**src/design/dtc_pkg.sv**
```systemverilog
package dtc_pkg;

	// register addresses on the special function register port
	localparam logic [7:0] ADDR_TIMER_CTL   = 8'h88;
	localparam logic [7:0] ADDR_TIMER_MODE  = 8'h89;
	localparam logic [7:0] ADDR_FIRST_LOW   = 8'h8A;
	localparam logic [7:0] ADDR_SECOND_LOW  = 8'h8B;
	localparam logic [7:0] ADDR_FIRST_HIGH  = 8'h8C;
	localparam logic [7:0] ADDR_SECOND_HIGH = 8'h8D;

	// reset values
	localparam logic [7:0] TIMER_MODE_RESET = 8'h00;
	localparam logic [7:0] TIMER_CTL_RESET  = 8'h00;
	localparam logic [7:0] COUNT_RESET      = 8'h00;

	// mode register field positions
	localparam int MODE_SECOND_GATE_BIT = 7;
	localparam int MODE_SECOND_SRC_BIT  = 6;
	localparam int MODE_SECOND_SEL_HI   = 5;
	localparam int MODE_SECOND_SEL_LO   = 4;
	localparam int MODE_FIRST_GATE_BIT  = 3;
	localparam int MODE_FIRST_SRC_BIT   = 2;
	localparam int MODE_FIRST_SEL_HI    = 1;
	localparam int MODE_FIRST_SEL_LO    = 0;

	// control register field positions
	localparam int CTL_SECOND_OVF_BIT = 7;
	localparam int CTL_SECOND_RUN_BIT = 6;
	localparam int CTL_FIRST_OVF_BIT  = 5;
	localparam int CTL_FIRST_RUN_BIT  = 4;

	// machine cycle timing, in core clocks; clock period in ns
	localparam int MC_CLOCKS     = 12;
	localparam int CLK_PERIOD_NS = 20;
	localparam int SAMPLE_PHASE  = 9;
	localparam int UPDATE_PHASE  = 4;

	// width of the prescaler in the 13-bit mode
	localparam int PRESCALE_BITS = 5;

	typedef enum logic [1:0] {
		DTC_MODE_13BIT,
		DTC_MODE_16BIT,
		DTC_MODE_RELOAD,
		DTC_MODE_SPLIT
	} dtc_mode_t;

	typedef struct packed {
		logic [7:0] high_byte;
		logic [7:0] low_byte;
	} dtc_count_t;

	typedef struct packed {
		logic       ovf;
		dtc_count_t cnt;
	} dtc_step_t;

	typedef struct packed {
		logic       wr;
		logic       rd;
		logic [7:0] addr;
		logic [7:0] wdata;
	} dtc_sfr_req_t;

endpackage : dtc_pkg

```
**src/design/dtc_phase.sv**
```systemverilog
`timescale 1ns/1ns
module dtc_phase #(
	parameter int MC_CLOCKS    = dtc_pkg::MC_CLOCKS,
	parameter int SAMPLE_PHASE = dtc_pkg::SAMPLE_PHASE,
	parameter int UPDATE_PHASE = dtc_pkg::UPDATE_PHASE
) (
	input  wire logic ref_clk,
	input  wire logic reset,
	output logic      sample_pulse,
	output logic      update_pulse
);

	localparam int PW = $clog2(MC_CLOCKS);

	logic [PW-1:0] phase;

	// one machine cycle is MC_CLOCKS core clocks
	always_ff @(posedge ref_clk) begin
		if (reset) begin
			phase <= '0;
		end else if (phase == PW'(MC_CLOCKS - 1)) begin
			phase <= '0;
		end else begin
			phase <= phase + PW'(1);
		end
	end

	// pulses are registered so each lands exactly once per machine cycle
	always_ff @(posedge ref_clk) begin
		if (reset) begin
			sample_pulse <= 1'b0;
			update_pulse <= 1'b0;
		end else begin
			sample_pulse <= (phase == PW'(SAMPLE_PHASE));
			update_pulse <= (phase == PW'(UPDATE_PHASE));
		end
	end

endmodule : dtc_phase

```
**src/design/dtc_top.sv**
```systemverilog
`timescale 1ns/1ns
module dtc_top (
	input  wire logic       ref_clk,
	input  wire logic       reset,
	input  wire logic       sfr_wr,
	input  wire logic       sfr_rd,
	input  wire logic [7:0] sfr_addr,
	input  wire logic [7:0] sfr_wdata,
	output logic      [7:0] sfr_rdata,
	input  wire logic       first_count_pin,
	input  wire logic       second_count_pin,
	input  wire logic       first_gate_pin,
	input  wire logic       second_gate_pin,
	input  wire logic       first_vector_ack,
	input  wire logic       second_vector_ack,
	output logic            first_overflow_flag,
	output logic            second_overflow_flag
);

	dtc_pkg::dtc_sfr_req_t req;
	logic [7:0]            timer_mode_register;
	logic                  first_run_bit;
	logic                  second_run_bit;
	dtc_pkg::dtc_count_t   first_cnt;
	dtc_pkg::dtc_count_t   second_cnt;
	dtc_pkg::dtc_count_t   next_first_cnt;
	dtc_pkg::dtc_count_t   next_second_cnt;
	dtc_pkg::dtc_step_t    first_step;
	dtc_pkg::dtc_step_t    second_step;
	dtc_pkg::dtc_mode_t    first_mode;
	dtc_pkg::dtc_mode_t    second_mode;
	logic                  sample_pulse;
	logic                  update_pulse;
	logic                  first_last_sample;
	logic                  second_last_sample;
	logic                  first_edge_pending;
	logic                  second_edge_pending;
	logic                  first_tick;
	logic                  second_tick;
	logic                  first_enable;
	logic                  second_enable;
	logic                  first_ovf_event;
	logic                  second_ovf_event;
	logic                  split_ovf_event;
	logic                  first_split_ovf;
	logic                  ctl_write;

	// 9-bit result: carry in bit 8
	function automatic logic [8:0] inc8(input logic [7:0] v);
		inc8 = {1'b0, v} + 9'h001;
	endfunction : inc8

	// one count step for a timer in a non-split mode
	function automatic dtc_pkg::dtc_step_t step(
		input dtc_pkg::dtc_mode_t  mode,
		input dtc_pkg::dtc_count_t c
	);
		logic [5:0] pre;
		logic [8:0] hi;
		logic [8:0] lo;
		step = '{ovf: 1'b0, cnt: c};
		pre  = '0;
		hi   = '0;
		lo   = '0;
		unique case (mode)
			dtc_pkg::DTC_MODE_13BIT: begin
				// upper three low-byte bits are not part of the count
				pre = {1'b0, c.low_byte[dtc_pkg::PRESCALE_BITS-1:0]} + 6'h01;
				step.cnt.low_byte[dtc_pkg::PRESCALE_BITS-1:0] = pre[4:0];
				if (pre[dtc_pkg::PRESCALE_BITS]) begin
					hi                 = inc8(c.high_byte);
					step.cnt.high_byte = hi[7:0];
					step.ovf           = hi[8];
				end
			end
			dtc_pkg::DTC_MODE_16BIT: begin
				lo                = inc8(c.low_byte);
				step.cnt.low_byte = lo[7:0];
				if (lo[8]) begin
					hi                 = inc8(c.high_byte);
					step.cnt.high_byte = hi[7:0];
					step.ovf           = hi[8];
				end
			end
			dtc_pkg::DTC_MODE_RELOAD: begin
				lo       = inc8(c.low_byte);
				step.ovf = lo[8];
				// reload leaves the high byte untouched
				step.cnt.low_byte = lo[8] ? c.high_byte : lo[7:0];
			end
			dtc_pkg::DTC_MODE_SPLIT: begin
				step.ovf = 1'b0;
			end
		endcase
	endfunction : step

	assign req = '{wr: sfr_wr, rd: sfr_rd, addr: sfr_addr, wdata: sfr_wdata};

	dtc_phase u_phase (
		.ref_clk      (ref_clk),
		.reset        (reset),
		.sample_pulse (sample_pulse),
		.update_pulse (update_pulse)
	);

	assign first_mode  = dtc_pkg::dtc_mode_t'(timer_mode_register[dtc_pkg::MODE_FIRST_SEL_HI:
		dtc_pkg::MODE_FIRST_SEL_LO]);
	assign second_mode = dtc_pkg::dtc_mode_t'(timer_mode_register[dtc_pkg::MODE_SECOND_SEL_HI:
		dtc_pkg::MODE_SECOND_SEL_LO]);

	assign ctl_write = req.wr && (req.addr == dtc_pkg::ADDR_TIMER_CTL);

	// mode register
	always_ff @(posedge ref_clk) begin
		if (reset) begin
			timer_mode_register <= dtc_pkg::TIMER_MODE_RESET;
		end else if (req.wr && req.addr == dtc_pkg::ADDR_TIMER_MODE) begin
			timer_mode_register <= req.wdata;
		end
	end

	// run bits
	always_ff @(posedge ref_clk) begin
		if (reset) begin
			first_run_bit  <= dtc_pkg::TIMER_CTL_RESET[dtc_pkg::CTL_FIRST_RUN_BIT];
			second_run_bit <= dtc_pkg::TIMER_CTL_RESET[dtc_pkg::CTL_SECOND_RUN_BIT];
		end else if (ctl_write) begin
			first_run_bit  <= req.wdata[dtc_pkg::CTL_FIRST_RUN_BIT];
			second_run_bit <= req.wdata[dtc_pkg::CTL_SECOND_RUN_BIT];
		end
	end

	// pin edge detection; pins rely on the source holding each level a full
	// machine cycle, shorter pulses may fall between two samples
	always_ff @(posedge ref_clk) begin
		if (reset) begin
			first_last_sample  <= 1'b0;
			second_last_sample <= 1'b0;
		end else if (sample_pulse) begin
			first_last_sample  <= first_count_pin;
			second_last_sample <= second_count_pin;
		end
	end

	// sample and update phases never coincide, so pending set and use are apart
	always_ff @(posedge ref_clk) begin
		if (reset) begin
			first_edge_pending  <= 1'b0;
			second_edge_pending <= 1'b0;
		end else if (sample_pulse) begin
			first_edge_pending  <= first_last_sample && !first_count_pin;
			second_edge_pending <= second_last_sample && !second_count_pin;
		end else if (update_pulse) begin
			first_edge_pending  <= 1'b0;
			second_edge_pending <= 1'b0;
		end
	end

	// source select: machine cycle or pin edge, both landing on the update phase
	assign first_tick = timer_mode_register[dtc_pkg::MODE_FIRST_SRC_BIT] ?
		(first_edge_pending && update_pulse) : update_pulse;
	assign second_tick = timer_mode_register[dtc_pkg::MODE_SECOND_SRC_BIT] ?
		(second_edge_pending && update_pulse) : update_pulse;

	assign first_enable = first_run_bit &&
		(!timer_mode_register[dtc_pkg::MODE_FIRST_GATE_BIT] || first_gate_pin);
	assign second_enable = second_run_bit &&
		(!timer_mode_register[dtc_pkg::MODE_SECOND_GATE_BIT] || second_gate_pin);

	assign first_step  = step(first_mode, first_cnt);
	assign second_step = step(second_mode, second_cnt);

	// first timer next value
	always_comb begin
		logic [8:0] lo;
		logic [8:0] hi;
		lo              = inc8(first_cnt.low_byte);
		hi              = inc8(first_cnt.high_byte);
		next_first_cnt  = first_cnt;
		first_ovf_event = 1'b0;
		split_ovf_event = 1'b0;
		if (first_mode == dtc_pkg::DTC_MODE_SPLIT) begin
			if (first_enable && first_tick) begin
				next_first_cnt.low_byte = lo[7:0];
				first_ovf_event         = lo[8];
			end
			// high byte only counts machine cycles, under the second run bit
			if (second_run_bit && update_pulse) begin
				next_first_cnt.high_byte = hi[7:0];
				split_ovf_event          = hi[8];
			end
		end else if (first_enable && first_tick) begin
			next_first_cnt  = first_step.cnt;
			first_ovf_event = first_step.ovf;
		end
		// a byte write takes precedence over a count in the same clock
		if (req.wr && req.addr == dtc_pkg::ADDR_FIRST_LOW) begin
			next_first_cnt.low_byte = req.wdata;
		end
		if (req.wr && req.addr == dtc_pkg::ADDR_FIRST_HIGH) begin
			next_first_cnt.high_byte = req.wdata;
		end
	end

	// second timer next value
	always_comb begin
		next_second_cnt  = second_cnt;
		second_ovf_event = 1'b0;
		if (second_mode != dtc_pkg::DTC_MODE_SPLIT && second_enable && second_tick) begin
			next_second_cnt  = second_step.cnt;
			second_ovf_event = second_step.ovf;
		end
		if (req.wr && req.addr == dtc_pkg::ADDR_SECOND_LOW) begin
			next_second_cnt.low_byte = req.wdata;
		end
		if (req.wr && req.addr == dtc_pkg::ADDR_SECOND_HIGH) begin
			next_second_cnt.high_byte = req.wdata;
		end
	end

	// count bytes
	always_ff @(posedge ref_clk) begin
		if (reset) begin
			first_cnt  <= '{high_byte: dtc_pkg::COUNT_RESET, low_byte: dtc_pkg::COUNT_RESET};
			second_cnt <= '{high_byte: dtc_pkg::COUNT_RESET, low_byte: dtc_pkg::COUNT_RESET};
		end else begin
			first_cnt  <= next_first_cnt;
			second_cnt <= next_second_cnt;
		end
	end

	// while split, the second timer's own overflow cannot reach its flag
	assign first_split_ovf = (first_mode == dtc_pkg::DTC_MODE_SPLIT) ? split_ovf_event :
		second_ovf_event;

	// overflow flags: a set in the clearing clock wins
	always_ff @(posedge ref_clk) begin
		if (reset) begin
			first_overflow_flag <= dtc_pkg::TIMER_CTL_RESET[dtc_pkg::CTL_FIRST_OVF_BIT];
		end else if (first_ovf_event) begin
			first_overflow_flag <= 1'b1;
		end else if (ctl_write) begin
			first_overflow_flag <= req.wdata[dtc_pkg::CTL_FIRST_OVF_BIT];
		end else if (first_vector_ack) begin
			first_overflow_flag <= 1'b0;
		end
	end

	always_ff @(posedge ref_clk) begin
		if (reset) begin
			second_overflow_flag <= dtc_pkg::TIMER_CTL_RESET[dtc_pkg::CTL_SECOND_OVF_BIT];
		end else if (first_split_ovf) begin
			second_overflow_flag <= 1'b1;
		end else if (ctl_write) begin
			second_overflow_flag <= req.wdata[dtc_pkg::CTL_SECOND_OVF_BIT];
		end else if (second_vector_ack) begin
			second_overflow_flag <= 1'b0;
		end
	end

	// registered read data; holds between reads, unmapped reads give zero
	always_ff @(posedge ref_clk) begin
		if (reset) begin
			sfr_rdata <= 8'h00;
		end else if (req.rd) begin
			unique case (req.addr)
				dtc_pkg::ADDR_TIMER_CTL: begin
					sfr_rdata <= {second_overflow_flag, second_run_bit,
						first_overflow_flag, first_run_bit, 4'h0};
				end
				dtc_pkg::ADDR_TIMER_MODE: begin
					sfr_rdata <= timer_mode_register;
				end
				dtc_pkg::ADDR_FIRST_LOW: begin
					sfr_rdata <= first_cnt.low_byte;
				end
				dtc_pkg::ADDR_FIRST_HIGH: begin
					sfr_rdata <= first_cnt.high_byte;
				end
				dtc_pkg::ADDR_SECOND_LOW: begin
					sfr_rdata <= second_cnt.low_byte;
				end
				dtc_pkg::ADDR_SECOND_HIGH: begin
					sfr_rdata <= second_cnt.high_byte;
				end
				default: begin
					sfr_rdata <= 8'h00;
				end
			endcase
		end
	end

endmodule : dtc_top

```
**config.mk**
```make
export PLATFORM = sky130hd
export DESIGN_NAME = dtc_top
export DESIGN_NICKNAME = d
export VERILOG_FILES = /design/src/design/dtc_pkg.sv /design/src/design/dtc_phase.sv /design/src/design/dtc_top.sv
export SDC_FILE = /design/constraint.sdc
export NUM_CORES = 1
export LEC_CHECK = 0
export ABC_AREA = 0
export BUFFER_PORTS_ARGS = -buffer_cell sky130_fd_sc_hd__buf_2
export CORE_ASPECT_RATIO = 1.4
export CORE_MARGIN = 1
export CORE_UTILIZATION = 50
export CTS_BUF_LIST = sky130_fd_sc_hd__clkbuf_8 sky130_fd_sc_hd__clkbuf_16
export DETAILED_ROUTE_END_ITERATION = 10
export GPL_ROUTABILITY_DRIVEN = 0
export HOLD_SLACK_MARGIN = 0.1
export PLACE_DENSITY = 0.71
export SKIP_CTS_REPAIR_TIMING = 1
export SYNTH_ARGS = -nofsm -noshare
export SYNTH_HDL_FRONTEND = slang
export SYNTH_SLANG_ARGS = --single-unit
```
**constraint.sdc**
```tcl
create_clock -name ref_clk -period 2 [get_ports ref_clk]
set_input_delay 0.1 -clock ref_clk [delete_from_list [all_inputs] [get_ports ref_clk]]
set_output_delay 0.1 -clock ref_clk [all_outputs]
set_load 0.02 [all_outputs]
```
* After elaboration in Yosys (flattened, before gate mapping) *
Index checks and enable logic that the tools add are counted.

storage, ports and cells
  register bits after elaboration = 62
  latch bits = 0
  bits in writable memories = 0
  ROM bits = 0
  input bits = 26
  output and inout bits = 10
  word-level logic and storage cells = 132
  memories = 0

cells by class
  $add $sub $neg = 7
  multipliers = 0
  divide/modulo/power cells = 0
  magnitude comparators = 0
  equal/unequal tests = 21
  shift operators = 0
  mux-type cells = 41
  bitwise logic cells = 0
  reductions and logical operators = 44

operators with widths
  operator               number
  $mux W8                8
  $eq A8 B8 Y1 const B   6
  $mux W16               3
  $pmux W8 S6            1
  $add A8 B1 Y9 const B  4
  $mux W9                4
  $pmux W8 S2            2
  $pmux W5 S3            2
  $mux W1                17
  $logic_and A1 B1 Y1    16
  $reduce_bool A3 Y1     5
  $add A5 B1 Y6 const B  2
  $pmux W3 S2            2
  $reduce_bool A4 Y1     3
  $ne A3 B3 Y1 const B   3
  $eq A2 B2 Y1 const B   4
  $eq A4 B4 Y1 const B   2
  $ne A4 B4 Y1 const B   2
  $reduce_and A2 Y1      4
  $reduce_bool A2 Y1     4
  $reduce_and A5 Y1      1
  $reduce_bool A5 Y1     1
  $add A4 B1 Y4 const B  1
  $eq A2 B1 Y1 const B   2
  9 further kinds        14

* Logic depth before layout (Yosys ltp) *
Gate-level depths: netlist (run 1).

  depth after elaboration = 8
  gate-level depth with buffers = 10
  gate-level depth less buffers = 8

* By module *
From an unflattened synthesis (run 1), not the netlist that was laid out.

unflattened totals
  cell total of the unflattened synthesis = 508
  area, all modules = 4046.4 sq um

modules (own cells, without submodules)
  module     times used  cells an instance  area an instance (sq um)
  dtc_top    1           485                3788.6
  dtc_phase  1           23                 257.7

* Worst setup path after synthesis (run 1) *
OpenSTA, ideal clock, no wires.

  kind = register to register
  from = register timer_mode_register[0]
  to = register first_cnt[6] in the netlist's numbering
  arrival time = 1832 ps
  required time = 1868 ps
  path slack = 36 ps
  cell stages (with the launch flop) = 9
  path buffers = 1
  period minus slack after synthesis = 1964 ps
  cell sequence = dfxtp_1 ha_1 clkbuf_1 nor2_1 nor4_1 and4_1 o21ai_0 o211ai_1 a21oi_1

between the ends
  longest elaborated chain between the ends = 5
  elaborated cells on any way between the ends = 9

ends and longest elaborated chain
  element                                              line            source
  from (decl)                                          dtc_top.sv:21   logic [7:0] timer_mode_register;
  from (signal assigned)                               dtc_top.sv:116  timer_mode_register <= dtc_pkg::TIMER_MODE_RESET;
  from (signal assigned)                               dtc_top.sv:118  timer_mode_register <= req.wdata;
  $eq A2 B2 Y1 / $eq A2 B1 Y1 (equally long branches)  n/a
  $pmux W3 S2                                          dtc_top.sv:65   unique case (mode)
  $mux W16                                             dtc_top.sv:192  end else if (first_enable && first_tick) begin
  $mux W16                                             dtc_top.sv:182  if (first_mode == dtc_pkg::DTC_MODE_SPLIT) begin
  $mux W8                                              dtc_top.sv:197  if (req.wr && req.addr == dtc_pkg::ADDR_FIRST_LOW) begin
  to (signal assigned)                                 dtc_top.sv:224  first_cnt <= '{high_byte: dtc_pkg::COUNT_RESET, low_byte: dtc_pkg::COUNT_RESET};
  to (signal assigned)                                 dtc_top.sv:227  first_cnt <= next_first_cnt;
  to (decl)                                            dtc_top.sv:24   dtc_pkg::dtc_count_t first_cnt;

Parallel ways exist; a longest one is shown, timed or not. The select of a mux whose other input is x is not followed.
A chain may end at the register's enable or synchronous reset.

* Worst setup path in the final report (run 1) *
  from = register second_cnt[0] in the netlist's numbering
  to = register second_cnt[15] in the netlist's numbering

between the ends
  longest elaborated chain between the ends = 3
  elaborated cells on any way between the ends = 5

ends and longest elaborated chain
  element                                                line                          source
  from (decl)                                            dtc_top.sv:25                 dtc_pkg::dtc_count_t second_cnt;
  from (signal assigned)                                 dtc_top.sv:225                second_cnt <= '{high_byte: dtc_pkg::COUNT_RESET, low_byte: dtc_pkg::COUNT_RESET};
  from (signal assigned)                                 dtc_top.sv:228                second_cnt <= next_second_cnt;
  $add A8 B1 Y9 / $add A5 B1 Y6 (equally long branches)  dtc_top.sv:50, dtc_top.sv:68
  $ne A3 B3 Y1 (no source line)                          n/a
  $reduce_and A4 Y1 (no source line) *                   n/a

Mark *: on every way between the ends. The rest lies on a longest branch, timed or not.

==> flow_summary.json, run 1 <==
{
  "root_buffer": "clkbuf_16",
  "clock-sinks": 62,
  "fin_skew_ns": 0.00514,
  "relSlewSlack_pct": 49.9,
  "route.detailed.drc": 0,
  "power_leakage_nw": 1.91,
  "syn_nets": 576,
  "die_h_um": 110,
  "start_util_pct": 51.6,
  "synth.top_cell.area_share_pct": 29.5,
  "wl_mm": 13.2,
  "crit_path_end_kind": "flip-flop",
  "ys_seq_area_share_pct": 29.5,
  "io_buffers": 35,
  "area_growth_pct": 23.9,
  "hold_violations": 0,
  "synth_cell_type_count": 73,
  "layout_worst_path_cycle_share_pct": 97.9,
  "rsz0062_at_grt": "true",
  "wl_per_cell_um": 18.2,
  "vdd_ir_drop_max_mv": 0.513,
  "grt_overflow": 0,
  "synth_top_area_cell": "dfxtp_1",
  "ant_nets": 0,
  "grt_usage_pct": 30.2,
  "maxCapViolCount": 0,
  "postSynthCellCount": 534,
  "grt_max_degree": 37,
  "worstSetupPathType": "reg2reg",
  "powerDensity_nw_per_um2": 545,
  "dp_hpwl_mm": 9.46,
  "synthTopCellsByArea": "dfxtp_1 30%, nand2_1 7.1%, a21oi_1 4.8%",
  "num_antenna_cells": 0,
  "drv_slew": 0,
  "switching_share_pct": 23.6,
  "worst_slew_pin_slew_ns": 0.751,
  "grt_pass1_wl_mm": 20.3,
  "yosysMostFrequentCell": "nand2_1",
  "pin_count": 36,
  "cp-start-kind": "flip-flop",
  "die_area_um2": 8780,
  "drtIter0Drc": 312,
  "hold_class": "in2reg",
  "power.switching_w": 0.000670,
  "drive_above_1_share_pct": 26.7,
  "register_area_um2": 1250,
  "clkTransAtPathRegs_ns": 0.05,
  "status": "finished clean",
  "p_comb_share_pct": 6.0,
  "dr.pass1.iters": 5,
  "viasPerCell": 6.17,
  "multi_input_area_um2": 2830,
  "pre_cts_slack_ns": -0.0499,
  "cts_made_buffers": 9,
  "cts_htree_levels": 3,
  "seq_power_share_pct": 44.4,
  "min_period_ns": 1.96,
  "num_rows": 39,
  "cp.required_ns": 2.26,
  "syn_avg_cell_area_um2": 7.87,
  "hold_slack_ns": 0.106,
  "fillers": 713,
  "cts_tree": "built",
  "cts_max_path_buffers": 2,
  "fmax_ghz": 0.511,
  "power.clock.fraction_pct": 49.6,
  "coreArea_um2": 8150,
  "cp_data_arrival_time_ns": 2.22,
  "die_w_um": 79.5,
  "nets": 656,
  "async_flop_share_pct": 0,
  "yosys_warnings": 0,
  "synthTopCellsByCount": "79 x nand2_1, 62 x dfxtp_1, 40 x a21oi_1",
  "antenna_found_initial": 0,
  "grt_pass1_vias": 4140,
  "vias": 4451,
  "crit_fanout": 6,
  "synth-seq-cells": 62,
  "setup_viol": 0,
  "clk_latency_ns": 0.34,
  "p_int_w": 0.00217,
  "synth_edf_count": 0,
  "netlist_area_um2": 4200,
  "ys.flop_type": "dfxtp_1",
  "finalWorstSetupSlack_ns": 0.0416
}
[power groups by stage]
stage / clock network, W / logic, W / registers, W
finish: 0.00141 / 0.000171 / 0.00126
global placement: 0 / 0.000158 / 0.00128
floorplan: 0 / 0.0000813 / 0.00129
detailed placement: 0 / 0.000160 / 0.00128
CTS: 0.00143 / 0.000160 / 0.00126
global route: 0.00149 / 0.000181 / 0.00126
[state kept, by name (all words and copies together) (netlist names), 4 cells and up]
signal               flops
u_phase.phase            4
timer_mode_register      8
first_cnt               16
sfr_rdata                8
second_cnt              16
[cell type report]
| cell class | instances | share of cell area [%] |
|---|---|---|
| clock buffer | 10 | 4.59 |
| clock inverter | 6 | 0.553 |
| inverter | 17 | 1.23 |
| multi-input combinational | 427 | 54.4 |
| sequential | 62 | 24.0 |
| tap | 102 | 2.45 |
| timing repair buffer | 97 | 12.8 |
[critical path, cell delays in order, from the launching register on]
cell and delay [ns]:
dfxtp_1 0.34, ha_2 0.22, nand4_2 0.14, or3_4 0.42
o21ai_4 0.12, nand2_1 0.10, or3_1 0.38, a31oi_1 0.15
[metrics by stage]
step	std cells	setup TNS (ns)	cell area [µm²]	total power, W	utilization, %
after global routing	721	-0.0213	5210	0.00293	63.9
final	721	0	5210	0.00284	63.9
after detailed placement	694	-0.0801	4750	0.00144	58.2
after global placement	694	-0.0189	4750	0.00144	58.2
after CTS	710	-0.256	5010	0.00285	61.5
after floorplan	534	0	4200	0.00137	-
[path summary, 6_finish.rpt]
kind,startpoint,endpoint,slack [ns],cells after the start
setup / recovery,second_cnt[0],second_cnt[15],0.04,7
hold / removal,sfr_wdata[0],first_cnt[0],0.11,3
setup reg to reg,second_cnt[0],second_cnt[15],0.04,7
hold reg to reg,timer_mode_register[7],timer_mode_register[7],0.46,2
[routing by layer]
layer  global-route usage [%]  routed length, µm  vias up
met4                     18.2                665        0
met1                     34.0               5080     2094
met5                        0                  0        -
met2                     51.2               6690      181
met3                     5.87                713       45
li1                         -                  -     2131
[cell usage in the layout (no fill, tap or decap), types with 5 or more instances in the layout]
master / n
nand2_1: 79
buf_4: 56
dfxtp_1: 55
a21oi_1: 39
nor2_1: 38
buf_2: 35
o21ai_0: 34
nand3_1: 23
inv_1: 18
mux2i_1: 17
a211oi_1: 15
nor3_1: 12
ha_1: 11
o211ai_1: 10
a31oi_1: 10
clkbuf_16: 9
nor2b_1: 8
and3_1: 8
dfxtp_2: 7
a22oi_1: 6
nand4_1: 6
mux2_2: 6
nor4_2: 5
o21ai_1: 5
a211o_1: 5
nor4_1: 5
ha_2: 5
clkinv_2: 5
dlygate4sd3_1: 5
[logic make-up after synthesis]
kind of cell,count (synthesis),synth area share (%)
DFF,62,29.5
xor gates and xnor gates,4,0.834
AOI/OAI and AO/OA,152,23.8
muxes,27,7.80
adders and majority gates,16,4.76
buffers and inverters,46,5.39
and+or+nand+nor,227,27.9
No activity file was read; power rests on OpenSTA's default activity.
==> run 2: changes to the inputs <==
--- a/config.mk
+++ b/config.mk
@@ -6,15 +6,16 @@
 export NUM_CORES = 1
 export LEC_CHECK = 0
 export ABC_AREA = 0
-export BUFFER_PORTS_ARGS = -buffer_cell sky130_fd_sc_hd__buf_2
+export BUFFER_PORTS_ARGS = -buffer_cell sky130_fd_sc_hd__buf_4
 export CORE_ASPECT_RATIO = 1.4
 export CORE_MARGIN = 1
-export CORE_UTILIZATION = 50
+export CORE_UTILIZATION = 49
 export CTS_BUF_LIST = sky130_fd_sc_hd__clkbuf_8 sky130_fd_sc_hd__clkbuf_16
 export DETAILED_ROUTE_END_ITERATION = 10
 export GPL_ROUTABILITY_DRIVEN = 0
 export HOLD_SLACK_MARGIN = 0.1
-export PLACE_DENSITY = 0.71
+export PLACE_DENSITY = 0.7
+export REMOVE_ABC_BUFFERS = 1
 export SKIP_CTS_REPAIR_TIMING = 1
 export SYNTH_ARGS = -nofsm -noshare
 export SYNTH_HDL_FRONTEND = slang
==> run 2 against run 1 <==
  * Via count increased by 0.97%
  * Non-clock buffer count decreased by 4
  * Cell area increased by 1.2%
  * Cell count decreased by 0.83%
  * Global-route usage increased by 0.14 points
  * Critical path type unchanged
  * Largest power group unchanged
==> flow_summary.json, run 2 (synthesized netlist as in run 1, its figures left out) <==
{
  "rrSetupSlack_ns": 0.05,
  "hold_end": "first_cnt[4]",
  "area_growth_pct": 25.4,
  "vdd_ir_drop_max_mv": 0.500,
  "fin_skew_ns": 0.00570,
  "grt_pass1_vias": 4246,
  "wl_per_cell_um": 18.5,
  "top_regs": "first_cnt (16), second_cnt (16)",
  "pin_count": 36,
  "power_leakage_nw": 1.91,
  "num_antenna_cells": 0,
  "grt_overflow": 0,
  "hold_path_depth": 3,
  "clkTransAtPathRegs_ns": 0.06,
  "ff2ff_path_depth": 8,
  "rsz0062_at_grt": "true",
  "fmax_ghz": 0.514,
  "worstSetupPathType": "reg2reg",
  "drv_slew": 0,
  "maxCapViolCount": 0,
  "cp_slowest_cell": "or3_4",
  "grt_pass1_wl_mm": 20.7,
  "slowest_delay_ns": 0.41,
  "start_util_pct": 51.0,
  "final_cell_mix": "82 x buf_4, 79 x nand2_1, 58 x dfxtp_1, 40 x a21oi_1, 38 x nor2_1",
  "cts_max_path_buffers": 2,
  "nets": 651,
  "drive_above_1_share_pct": 25.0,
  "grt_usage_pct": 30.4,
  "hold_violations": 0,
  "root_buffer": "clkbuf_16",
  "die_w_um": 80.3,
  "cpMostUsedCell": "inv_1",
  "pre_cts_slack_ns": 0.0165,
  "status": "finished clean",
  "cp_data_arrival_time_ns": 2.22,
  "route.detailed.drc": 0,
  "cts_tree": "built",
  "power.total_w": 0.00298,
  "finalWorstSetupSlack_ns": 0.0530,
  "dp_hpwl_mm": 9.40,
  "powerDensity_nw_per_um2": 566,
  "hold_slack_ns": 0.0914,
  "drtIter0Drc": 265,
  "crit_fanout": 6,
  "die_h_um": 112,
  "dr.pass1.iters": 6,
  "holdCritStartpoint": "sfr_wdata[4]",
  "setup_viol": 0,
  "worst_slew_pin_slew_ns": 0.565,
  "io_buffers": 35,
  "fillers": 721,
  "clk_latency_ns": 0.34,
  "vias": 4494,
  "relSlewSlack_pct": 62.3,
  "min_period_ns": 1.95,
  "ant_nets": 0,
  "layoutNonFillerInstCount": 715,
  "clock-sinks": 62,
  "wl_mm": 13.2,
  "viasPerCell": 6.29,
  "cp-start-kind": "flip-flop",
  "dp.cells": 686,
  "cp_num_buf_inv": 2,
  "worstPathCellList": "inv_1 -> ha_2 -> inv_1 -> or3_4 -> o21ai_4 -> nand2_1 -> or4_1 -> o21ai_1",
  "critPathTopFamily": "simple AND/OR/NAND/NOR gates",
  "antenna_found_initial": 0,
  "r2r_start": "timer_mode_register[5]",
  "hold_class": "in2reg",
  "coreArea_um2": 8250,
  "num_rows": 39,
  "die_area_um2": 8960,
  "register_area_um2": 1250,
  "cts_made_buffers": 9,
  "layout_worst_path_cycle_share_pct": 97.4,
  "final_common_cell": "buf_4",
  "multi_input_area_um2": 2810,
  "cts_htree_levels": 3,
  "r2r_end": "second_cnt[12]",
  "crit_path_end_kind": "flip-flop",
  "grt_max_degree": 53,
  "cp.required_ns": 2.27
}
-- run 2: changes by cell type in the layout (fill, tap and decap cells not counted), moves of 3 or more --
cell / previous run / this run
buf_2: 35 / 0
buf_4: 56 / 82
dfxtp_1: 55 / 58
dfxtp_2: 7 / 4
o21ai_0: 34 / 37
-- run 2: final cells by class --
cell class / count / area share [%]
Clock inverter: 5 / 0.950
Clock buffer: 10 / 4.53
Sequential cell: 62 / 23.6
Tap cell: 102 / 2.42
Timing Repair Buffer: 93 / 13.9
Multi-Input combinational cell: 426 / 53.3
Inverter: 17 / 1.21
-- run 2: routing by layer --
layer  share of wire (%)  global-route usage [%]  vias up  wire length (µm)
met5                   0                       0        -                 0
met4                 5.9                    17.6        0               780
met3                 5.3                    6.15       62               694
met2                  49                    50.2      184              6440
met1                  40                    35.7     2130              5290
li1                    -                       -     2118                 -
-- run 2: report_power, final --
part / internal (W) / switching [W] / leakage, nW
clock network: 0.000981 / 0.000558 / 0.148
registers: 0.00125 / 0.0000105 / 0.503
logic: 0.0000796 / 0.000107 / 1.26
-- run 2: worst register-to-register path, delay by kind of cell, from the launching register on --
kind / cells / cell delay [ns]
buffers and inverters: 2 / 0.16
AND/OR/NAND/NOR: 3 / 0.91
AO/OA/AOI/OAI: 2 / 0.23
adder cells (fa/ha/maj): 1 / 0.25
flip-flops: 1 / 0.35
-- run 2: how the worst max path moves through the flow --
stage / end / startpoint / slack (ns) / depth (start not counted)
after floorplan: first_cnt[9] / first_cnt[0] / -0.09 / 7
after global placement: first_cnt[11] / first_cnt[2] / 0.06 / 6
after detailed placement: first_cnt[11] / first_cnt[2] / 0.02 / 6
after CTS: second_cnt[2] / timer_mode_register[4] / -0.001 / 6
after global routing: second_cnt[3] / second_cnt[0] / -0.09 / 7
final: second_cnt[12] / timer_mode_register[5] / 0.05 / 8
-- run 2: metrics by stage --
step                      util, %  setup TNS (ns)  area [µm²]
after global routing         63.9          -0.218        5270
after floorplan                 -          -0.454        4040
after detailed placement     57.7               0        4760
after CTS                    61.2        -0.00115        5050
after global placement       57.7               0        4760
final                        63.9               0        5270
